## src/core/mcsr_pkg.sv

```systemverilog
// package: register map, widths, reset values and field positions of the metering register bank
package mcsr_pkg;

  localparam int ADDR_W = 16;
  localparam int DATA_W = 32;

  // register addresses as printed
  localparam logic [15:0] ADDR_FILTER_DISABLE    = 16'h4389;
  localparam logic [15:0] ADDR_CURRENT_PEAK      = 16'hE500;
  localparam logic [15:0] ADDR_VOLTAGE_PEAK      = 16'hE501;
  localparam logic [15:0] ADDR_OVERCURRENT_STAT  = 16'hE600;
  localparam logic [15:0] ADDR_LINE_PERIOD       = 16'hE607;
  localparam logic [15:0] ADDR_NO_LOAD_STATUS    = 16'hE608;
  localparam logic [15:0] ADDR_RSVD_LO           = 16'hE609;
  localparam logic [15:0] ADDR_RSVD_HI           = 16'hE60B;
  localparam logic [15:0] ADDR_LINE_CYCLE_COUNT  = 16'hE60C;
  localparam logic [15:0] ADDR_ZERO_CROSS_TOUT   = 16'hE60D;
  localparam logic [15:0] ADDR_COMPUTATION_MODE  = 16'hE60E;
  localparam logic [15:0] ADDR_INPUT_GAIN        = 16'hE60F;
  localparam logic [15:0] ADDR_POWER_SIGN        = 16'hE617;
  localparam logic [15:0] ADDR_MAIN_CONFIG       = 16'hE618;
  localparam logic [15:0] ADDR_MEASUREMENT_SEL   = 16'hE700;
  localparam logic [15:0] ADDR_ACCUMULATION_SEL  = 16'hE701;
  localparam logic [15:0] ADDR_LINE_ACCUM_SEL    = 16'hE702;
  localparam logic [15:0] ADDR_PEAK_HALF_CYCLES  = 16'hE703;
  localparam logic [15:0] ADDR_SAG_HALF_CYCLES   = 16'hE704;
  localparam logic [15:0] ADDR_CAPTURE_PORT_CFG  = 16'hE706;
  localparam logic [15:0] ADDR_DIE_VERSION       = 16'hE707;
  localparam logic [15:0] ADDR_WRITE_PROTECTION  = 16'hE7E3;
  localparam logic [15:0] ADDR_SELECT_ACK_PIN    = 16'hEBFF;
  localparam logic [15:0] ADDR_SECONDARY_CONFIG  = 16'hEC01;

  // reset values
  localparam logic [23:0] RST_FILTER_DISABLE   = 24'h00_0000;
  localparam logic [15:0] RST_LINE_CYCLE_COUNT = 16'hFFFF;
  localparam logic [15:0] RST_ZERO_CROSS_TOUT  = 16'hFFFF;
  localparam logic [15:0] RST_COMPUTATION_MODE = 16'h01FF;
  localparam logic [15:0] RST_INPUT_GAIN       = 16'h0000;
  localparam logic [15:0] RST_MAIN_CONFIG      = 16'h0000;
  localparam logic [7:0]  RST_MEASUREMENT_SEL  = 8'h1C;
  localparam logic [7:0]  RST_ACCUMULATION_SEL = 8'h00;
  localparam logic [7:0]  RST_LINE_ACCUM_SEL   = 8'h78;
  localparam logic [7:0]  RST_BYTE_ZERO        = 8'h00;
  // arbitrary neutral die version value
  localparam logic [7:0]  RST_DIE_VERSION      = 8'h01;
  // shared select / capture-ack pin idles high
  localparam logic        RST_SELECT_ACK_PIN   = 1'b1;

  // transfer widths and field positions
  localparam int PEAK_VAL_W   = 24;
  localparam int PAIRS        = 3;
  localparam int PEAK_PAIR_LSB = 24;
  localparam int OC_PAIR_LSB   = 3;
  localparam int NO_LOAD_W     = 10;
  localparam int NO_LOAD_CH    = 6;

  // transfer width codes driven with read data
  localparam logic [1:0] XFER_8  = 2'd0;
  localparam logic [1:0] XFER_16 = 2'd1;
  localparam logic [1:0] XFER_32 = 2'd2;

endpackage

```

## src/core/mcsr_extend.sv

```systemverilog
// one register read lane: zero padding or sign extension of a narrow value to 32 bits
`timescale 1ns/1ps
module mcsr_extend
  import mcsr_pkg::*;
#(
  parameter int SRC_W = 24
)(
  input  wire logic [SRC_W-1:0]  i_value,
  input  wire logic              i_sign_extend,
  output logic      [DATA_W-1:0] o_word
);

  // =====================================================
  // widen
  always_comb
  begin
    if (i_sign_extend)
      o_word = {{(DATA_W-SRC_W){i_value[SRC_W-1]}}, i_value};
    else
      o_word = {{(DATA_W-SRC_W){1'b0}}, i_value};
  end

endmodule

```

## src/core/mcsr_regs.sv

```systemverilog
// register bank of the metering configuration and status registers
`timescale 1ns/1ps
module mcsr_regs
  import mcsr_pkg::*;
(
  input  wire logic                  i_ref_clk,
  input  wire logic                  i_sys_rst,
  // register port from the serial interface
  input  wire logic                  i_reg_wr,
  input  wire logic                  i_reg_rd,
  input  wire logic [ADDR_W-1:0]     i_reg_addr,
  input  wire logic [DATA_W-1:0]     i_reg_wdata,
  input  wire logic                  i_spi_active,
  output logic      [DATA_W-1:0]     o_reg_rdata,
  output logic      [1:0]            o_reg_width,
  output logic                       o_reg_rvalid,
  output logic                       o_reg_hit,
  // measurement core status inputs
  input  wire logic                  i_peak_i_load,
  input  wire logic [PEAK_VAL_W-1:0] i_peak_i_value,
  input  wire logic [PAIRS-1:0]      i_peak_i_pair,
  input  wire logic                  i_peak_v_load,
  input  wire logic [PEAK_VAL_W-1:0] i_peak_v_value,
  input  wire logic                  i_oc_event,
  input  wire logic [PAIRS-1:0]      i_oc_pair,
  input  wire logic [15:0]           i_line_period,
  input  wire logic [NO_LOAD_CH-1:0] i_no_load,
  input  wire logic [15:0]           i_power_sign,
  // configuration outputs to the core
  output logic                       o_filter_bypass,
  output logic      [15:0]           o_line_cycle_count,
  output logic      [15:0]           o_zero_cross_timeout,
  output logic      [15:0]           o_computation_mode,
  output logic      [15:0]           o_input_gain,
  output logic      [15:0]           o_main_configuration,
  output logic      [7:0]            o_measurement_select,
  output logic      [7:0]            o_accumulation_select,
  output logic      [7:0]            o_line_accum_select,
  output logic      [7:0]            o_peak_half_cycles,
  output logic      [7:0]            o_sag_half_cycles,
  output logic      [7:0]            o_capture_port_config,
  output logic      [7:0]            o_write_protection,
  output logic      [7:0]            o_secondary_configuration,
  output logic                       o_select_ack_pin
);

  // =====================================================
  // storage
  logic [23:0]           filter_disable;
  logic [PEAK_VAL_W-1:0] current_peak_value;
  logic [PAIRS-1:0]      current_peak_pair;
  logic [PEAK_VAL_W-1:0] voltage_peak_value;
  logic [PAIRS-1:0]      overcurrent_pair;
  logic [7:0]            die_version;
  logic [15:0]           line_period_s1;
  logic [15:0]           line_period_s2;
  logic [15:0]           line_period_s3;
  logic [15:0]           line_period_hold;
  logic [NO_LOAD_CH-1:0] no_load_s1;
  logic [NO_LOAD_CH-1:0] no_load_s2;
  logic [15:0]           power_sign_s1;
  logic [15:0]           power_sign_s2;
  logic [DATA_W-1:0]     next_rdata;
  logic [1:0]            next_width;
  logic                  next_hit;
  logic                  wr_reserved;
  logic [DATA_W-1:0]     peak_i_word;
  logic [DATA_W-1:0]     peak_v_word;

  // =====================================================
  // status inputs from analog-side logic are resynchronised; the peak
  // and overcurrent captures come from the same clock and need none
  always_ff @(posedge i_ref_clk)
  begin
    if (i_sys_rst)
    begin
      line_period_s1 <= '0;
      line_period_s2 <= '0;
      line_period_s3 <= '0;
      no_load_s1     <= '0;
      no_load_s2     <= '0;
      power_sign_s1  <= '0;
      power_sign_s2  <= '0;
    end
    else
    begin
      line_period_s1 <= i_line_period;
      line_period_s2 <= line_period_s1;
      line_period_s3 <= line_period_s2;
      no_load_s1     <= i_no_load;
      no_load_s2     <= no_load_s1;
      power_sign_s1  <= i_power_sign;
      power_sign_s2  <= power_sign_s1;
    end
  end

  // =====================================================
  // the period is a whole word: a bit-wise resync can tear it while it
  // moves, so it is only taken once two synced samples agree
  always_ff @(posedge i_ref_clk)
  begin
    if (i_sys_rst)
      line_period_hold <= '0;
    else if (line_period_s2 == line_period_s3)
      line_period_hold <= line_period_s2;
  end

  // =====================================================
  // peak captures, read-only to the host
  always_ff @(posedge i_ref_clk)
  begin
    if (i_sys_rst)
    begin
      current_peak_value <= '0;
      current_peak_pair  <= '0;
      voltage_peak_value <= '0;
    end
    else
    begin
      if (i_peak_i_load)
      begin
        current_peak_value <= i_peak_i_value;
        current_peak_pair  <= i_peak_i_pair;
      end
      if (i_peak_v_load)
        voltage_peak_value <= i_peak_v_value;
    end
  end

  // =====================================================
  // overcurrent source pair, latched per event
  always_ff @(posedge i_ref_clk)
  begin
    if (i_sys_rst)
      overcurrent_pair <= '0;
    else if (i_oc_event)
      overcurrent_pair <= i_oc_pair;
  end

  // =====================================================
  // writes; the reserved window is gated off before the case and read-only
  // addresses fall through it untouched, so they can never corrupt state
  assign wr_reserved = (i_reg_addr >= ADDR_RSVD_LO) && (i_reg_addr <= ADDR_RSVD_HI);

  always_ff @(posedge i_ref_clk)
  begin
    if (i_sys_rst)
    begin
      filter_disable            <= RST_FILTER_DISABLE;
      o_line_cycle_count        <= RST_LINE_CYCLE_COUNT;
      o_zero_cross_timeout      <= RST_ZERO_CROSS_TOUT;
      o_computation_mode        <= RST_COMPUTATION_MODE;
      o_input_gain              <= RST_INPUT_GAIN;
      o_main_configuration      <= RST_MAIN_CONFIG;
      o_measurement_select      <= RST_MEASUREMENT_SEL;
      o_accumulation_select     <= RST_ACCUMULATION_SEL;
      o_line_accum_select       <= RST_LINE_ACCUM_SEL;
      o_peak_half_cycles        <= RST_BYTE_ZERO;
      o_sag_half_cycles         <= RST_BYTE_ZERO;
      o_capture_port_config     <= RST_BYTE_ZERO;
      die_version               <= RST_DIE_VERSION;
      o_write_protection        <= RST_BYTE_ZERO;
      o_secondary_configuration <= RST_BYTE_ZERO;
      o_select_ack_pin          <= RST_SELECT_ACK_PIN;     // idle high until host drives it
    end
    else if (i_reg_wr && !wr_reserved)
    begin
      unique case (i_reg_addr)
        ADDR_FILTER_DISABLE:   filter_disable            <= i_reg_wdata[23:0];
        ADDR_LINE_CYCLE_COUNT: o_line_cycle_count        <= i_reg_wdata[15:0];
        ADDR_ZERO_CROSS_TOUT:  o_zero_cross_timeout      <= i_reg_wdata[15:0];
        ADDR_COMPUTATION_MODE: o_computation_mode        <= i_reg_wdata[15:0];
        ADDR_INPUT_GAIN:       o_input_gain              <= i_reg_wdata[15:0];
        ADDR_MAIN_CONFIG:      o_main_configuration      <= i_reg_wdata[15:0];
        ADDR_MEASUREMENT_SEL:  o_measurement_select      <= i_reg_wdata[7:0];
        ADDR_ACCUMULATION_SEL: o_accumulation_select     <= i_reg_wdata[7:0];
        ADDR_LINE_ACCUM_SEL:   o_line_accum_select       <= i_reg_wdata[7:0];
        ADDR_PEAK_HALF_CYCLES: o_peak_half_cycles        <= i_reg_wdata[7:0];
        ADDR_SAG_HALF_CYCLES:  o_sag_half_cycles         <= i_reg_wdata[7:0];
        ADDR_CAPTURE_PORT_CFG: o_capture_port_config     <= i_reg_wdata[7:0];
        ADDR_DIE_VERSION:      die_version               <= i_reg_wdata[7:0];
        ADDR_WRITE_PROTECTION: o_write_protection        <= i_reg_wdata[7:0];
        ADDR_SECONDARY_CONFIG: o_secondary_configuration <= i_reg_wdata[7:0];
        ADDR_SELECT_ACK_PIN:
        begin
          if (i_spi_active)
            o_select_ack_pin <= i_reg_wdata[0];
        end
        default: ;
      endcase
    end
  end

  // =====================================================
  // filter bypass is one global bit, no per-channel choice
  always_ff @(posedge i_ref_clk)
  begin
    if (i_sys_rst)
      o_filter_bypass <= 1'b0;
    else
      o_filter_bypass <= |filter_disable;
  end

  // =====================================================
  // read lanes; both peaks are unsigned so they pad with zero
  mcsr_extend #(
    .SRC_W (PEAK_VAL_W)
  ) u_ext_i (
    .i_value       (current_peak_value),
    .i_sign_extend (1'b0),
    .o_word        (peak_i_word)
  );

  mcsr_extend #(
    .SRC_W (PEAK_VAL_W)
  ) u_ext_v (
    .i_value       (voltage_peak_value),
    .i_sign_extend (1'b0),
    .o_word        (peak_v_word)
  );

  // =====================================================
  // read mux with transfer width per register
  always_comb
  begin
    next_rdata = '0;
    next_width = XFER_8;
    next_hit   = 1'b1;
    unique case (i_reg_addr)
      ADDR_FILTER_DISABLE:
      begin
        next_rdata = {8'h00, filter_disable};
        next_width = XFER_32;
      end
      ADDR_CURRENT_PEAK:
      begin
        next_rdata = peak_i_word;
        next_rdata[PEAK_PAIR_LSB +: PAIRS] = current_peak_pair;
        next_width = XFER_32;
      end
      ADDR_VOLTAGE_PEAK:
      begin
        next_rdata = peak_v_word;
        next_width = XFER_32;
      end
      ADDR_OVERCURRENT_STAT:
      begin
        next_rdata[OC_PAIR_LSB +: PAIRS] = overcurrent_pair;
        next_width = XFER_16;
      end
      ADDR_LINE_PERIOD:
      begin
        next_rdata[15:0] = line_period_hold;
        next_width = XFER_16;
      end
      ADDR_NO_LOAD_STATUS:
      begin
        next_rdata[NO_LOAD_CH-1:0] = no_load_s2;
        next_width = XFER_16;
      end
      ADDR_LINE_CYCLE_COUNT:
      begin
        next_rdata[15:0] = o_line_cycle_count;
        next_width = XFER_16;
      end
      ADDR_ZERO_CROSS_TOUT:
      begin
        next_rdata[15:0] = o_zero_cross_timeout;
        next_width = XFER_16;
      end
      ADDR_COMPUTATION_MODE:
      begin
        next_rdata[15:0] = o_computation_mode;
        next_width = XFER_16;
      end
      ADDR_INPUT_GAIN:
      begin
        next_rdata[15:0] = o_input_gain;
        next_width = XFER_16;
      end
      ADDR_POWER_SIGN:
      begin
        next_rdata[15:0] = power_sign_s2;
        next_width = XFER_16;
      end
      ADDR_MAIN_CONFIG:
      begin
        next_rdata[15:0] = o_main_configuration;
        next_width = XFER_16;
      end
      ADDR_MEASUREMENT_SEL:  next_rdata[7:0] = o_measurement_select;
      ADDR_ACCUMULATION_SEL: next_rdata[7:0] = o_accumulation_select;
      ADDR_LINE_ACCUM_SEL:   next_rdata[7:0] = o_line_accum_select;
      ADDR_PEAK_HALF_CYCLES: next_rdata[7:0] = o_peak_half_cycles;
      ADDR_SAG_HALF_CYCLES:  next_rdata[7:0] = o_sag_half_cycles;
      ADDR_CAPTURE_PORT_CFG: next_rdata[7:0] = o_capture_port_config;
      ADDR_DIE_VERSION:      next_rdata[7:0] = die_version;
      ADDR_WRITE_PROTECTION: next_rdata[7:0] = o_write_protection;
      ADDR_SELECT_ACK_PIN:   next_rdata[0]   = o_select_ack_pin;
      ADDR_SECONDARY_CONFIG: next_rdata[7:0] = o_secondary_configuration;
      default:               next_hit = 1'b0;  // unmapped reads return zero
    endcase
  end

  // =====================================================
  // registered read answer, one cycle after the strobe
  always_ff @(posedge i_ref_clk)
  begin
    if (i_sys_rst)
    begin
      o_reg_rdata  <= '0;
      o_reg_width  <= XFER_8;
      o_reg_rvalid <= 1'b0;
      o_reg_hit    <= 1'b0;
    end
    else
    begin
      o_reg_rvalid <= i_reg_rd;
      if (i_reg_rd)
      begin
        o_reg_rdata <= next_rdata;
        o_reg_width <= next_width;
        o_reg_hit   <= next_hit;
      end
    end
  end

endmodule

```

## config.mk

```make
export PLATFORM = sky130hd
export DESIGN_NAME = mcsr_regs
export DESIGN_NICKNAME = d
export VERILOG_FILES = /design/src/core/mcsr_pkg.sv /design/src/core/mcsr_extend.sv /design/src/core/mcsr_regs.sv
export SDC_FILE = /design/constraint.sdc
export NUM_CORES = 1
export LEC_CHECK = 0
export BUFFER_PORTS_ARGS = -buffer_cell sky130_fd_sc_hd__buf_2
export CAP_MARGIN = 0
export CORE_MARGIN = 10
export CORE_UTILIZATION = 59
export DETAILED_ROUTE_END_ITERATION = 6
export PLACE_DENSITY = 0.82
export SLEW_MARGIN = 0
export SYNTH_ARGS = -nofsm -noshare
export SYNTH_HDL_FRONTEND = slang
export SYNTH_HIERARCHICAL = 1
export SYNTH_SLANG_ARGS = --single-unit
```

## constraint.sdc

```tcl
create_clock -name i_ref_clk -period 4.6 [get_ports i_ref_clk]
set_input_delay 0 -clock i_ref_clk [delete_from_list [all_inputs] [get_ports i_ref_clk]]
set_output_delay 0 -clock i_ref_clk [all_outputs]
set_load 0.005 [all_outputs]
```

==> flow_metrics.tcl <==
set metrics [dict create \
    skew_ps 14.5 \
    cts_tree "built" \
    setup_viol 0 \
    drv_cap 0 \
    tns_ps 0 \
    dp_hpwl_mm 37.0 \
    drive_gt1_share_pct 21.1 \
    clk_pin_slew_ps 70 \
    grt.overflow.total 0 \
    peakVddDrop_mv 0.349 \
    cts.sinks 376 \
    clk_latency_ps 530 \
    routedWlPerCell_um 23.5 \
    cts_buffers 38 \
    critPathLaunchType "primary input" \
    hp-class "primary input to register" \
    globalplace.congestion 0.972 \
    start_util_pct 59.5 \
    hold_viol 0 \
    hold_ws_ps 21.5 \
    coreArea_um2 25800 \
    grt_pass1_wl_mm 85.6 \
    dieArea_um2 32900 \
    dr.pass1.iters 7 \
    violations "DRC" \
    crit_arrival_ps 3130 \
    area_delta_synth_final_pct 24.7 \
    ys_warn_count 6 \
    drtIter0Drc 2096 \
    period_share_pct 58.7 \
    first_global_vias 14700 \
    nNetsFinal 2194 \
    ant_nets 0 \
    num_vias 15000 \
    die_h_um 181 \
    row_count 59 \
    syn_area_um2 15400 \
    routed_wl_mm 56.8 \
    synthCells 1724 \
    grt_max_degree 192 \
    slew_viol_final 0 \
    status "complete, but fails checks" \
    powerDensity_nw_per_um2 370 \
    port_buffers 321 \
    dp_cells 2221 \
    final_cells 2413 \
    htree_levels 2 \
    path_class "primary input to register" \
    cts_root_buf "clkbuf_16" \
    clockBufferDepth 3 \
    worstSetupEndpointType "register" \
    post-route-util_pct 74.2 \
    viasPerCell 6.23 \
    layout_min_cycle_time_ps 2700 \
    p_leak_uw 0.00792 \
    grt_use_total_pct 32.5 \
    avgSynthCellArea_um2 8.92 \
    ios 330 \
    max_freq_ghz 0.371 \
    worstPathRequired_ps 5030 \
    worstMarginPinSlew_ps 1150 \
    slew_headroom_pct 21.3 \
    rsz0062_at_grt "no" \
    cp_max_fo 29 \
    antenna_found_initial 8 \
    die_w_um 181 \
    drc 13 \
]
-- critical path, stage by stage --
cell	delay [ps]
buf_2	120
nand4b_1	120
buf_4	370
or2_1	500
nor3_1	250
a22o_1	270
a2111oi_0	960
nand4_1	310
o211a_1	230
-- metrics by stage --
stage / setup WS [ps] / power, uW / instance area, um2
after CTS: 2130 / 7050 / 19200
after global routing: 1860 / 7250 / 19200
after detailed placement: 1610 / 3810 / 16700
final: 1900 / 7090 / 19200
after global placement: 1710 / 3810 / 16700
after floorplan: 2540 / 3680 / 15400
-- flip-flops by register name, summed over array words and instances (netlist names), 24 cells and up --
signal              count
filter_disable         24
current_peak_value     24
voltage_peak_value     24
o_reg_rdata            32
-- cell type report --
class	instances	area (um2)
antenna	6	15.0
clock buffer	50	1100
clock inverter	16	200
fill	1796	6660
inverter	4	15.0
multi-input combinational	1162	6900
sequential	376	7530
tap	335	419
timing repair buffer	464	3000
-- layout by cell type (no fill, tap or decap), types with 22 or more instances in the layout --
cell type      count
a221oi_1          29
buf_2            320
nor4_1            23
nand2_1          311
mux2i_1           86
nor2_1           132
nor3_1            26
dfxtp_1          376
nor2b_1          102
buf_4             22
nand3b_1          42
a21oi_1          121
dlygate4sd3_1    120
a22oi_1           66
clkbuf_16         39
nand3_1           37
-- final timing paths --
kind / startpoint / to / slack, ps / depth (start not counted)
setup reg to reg: line_period_s2[9] / line_period_hold[5] / 2130 / 5
hold reg to reg: no_load_s1[0] / no_load_s2[0] / 440 / 1
setup / recovery: i_reg_addr[12] / o_reg_rdata[5] / 1900 / 9
hold / removal: i_sys_rst / power_sign_s1[6] / 20 / 2
-- power by group --
part	switching (uW)	leakage, uW	internal, uW	total (uW)
sequential	42.9	0.00306	3330	3380
clock	1330	0.000639	1910	3240
combinational	263	0.00422	214	477
total	1640	0.00792	5460	7090
-- routing by layer --
| layer | global-route usage [%] | routed length (um) |
|---|---|---|
| met5 | 0 | 0 |
| met4 | 16.4 | 3020 |
| met3 | 8.13 | 6640 |
| met2 | 51.7 | 25900 |
| met1 | 40.1 | 21200 |
-- what timing repair did --
action	4_1_cts	5_1_grt
setup endpoints to repair	0	0
hold endpoints to repair	255	0
setup buffers	0	0
gates resized for setup	0	0
hold buffers	120	0
(Power assumes the default switching activity.)
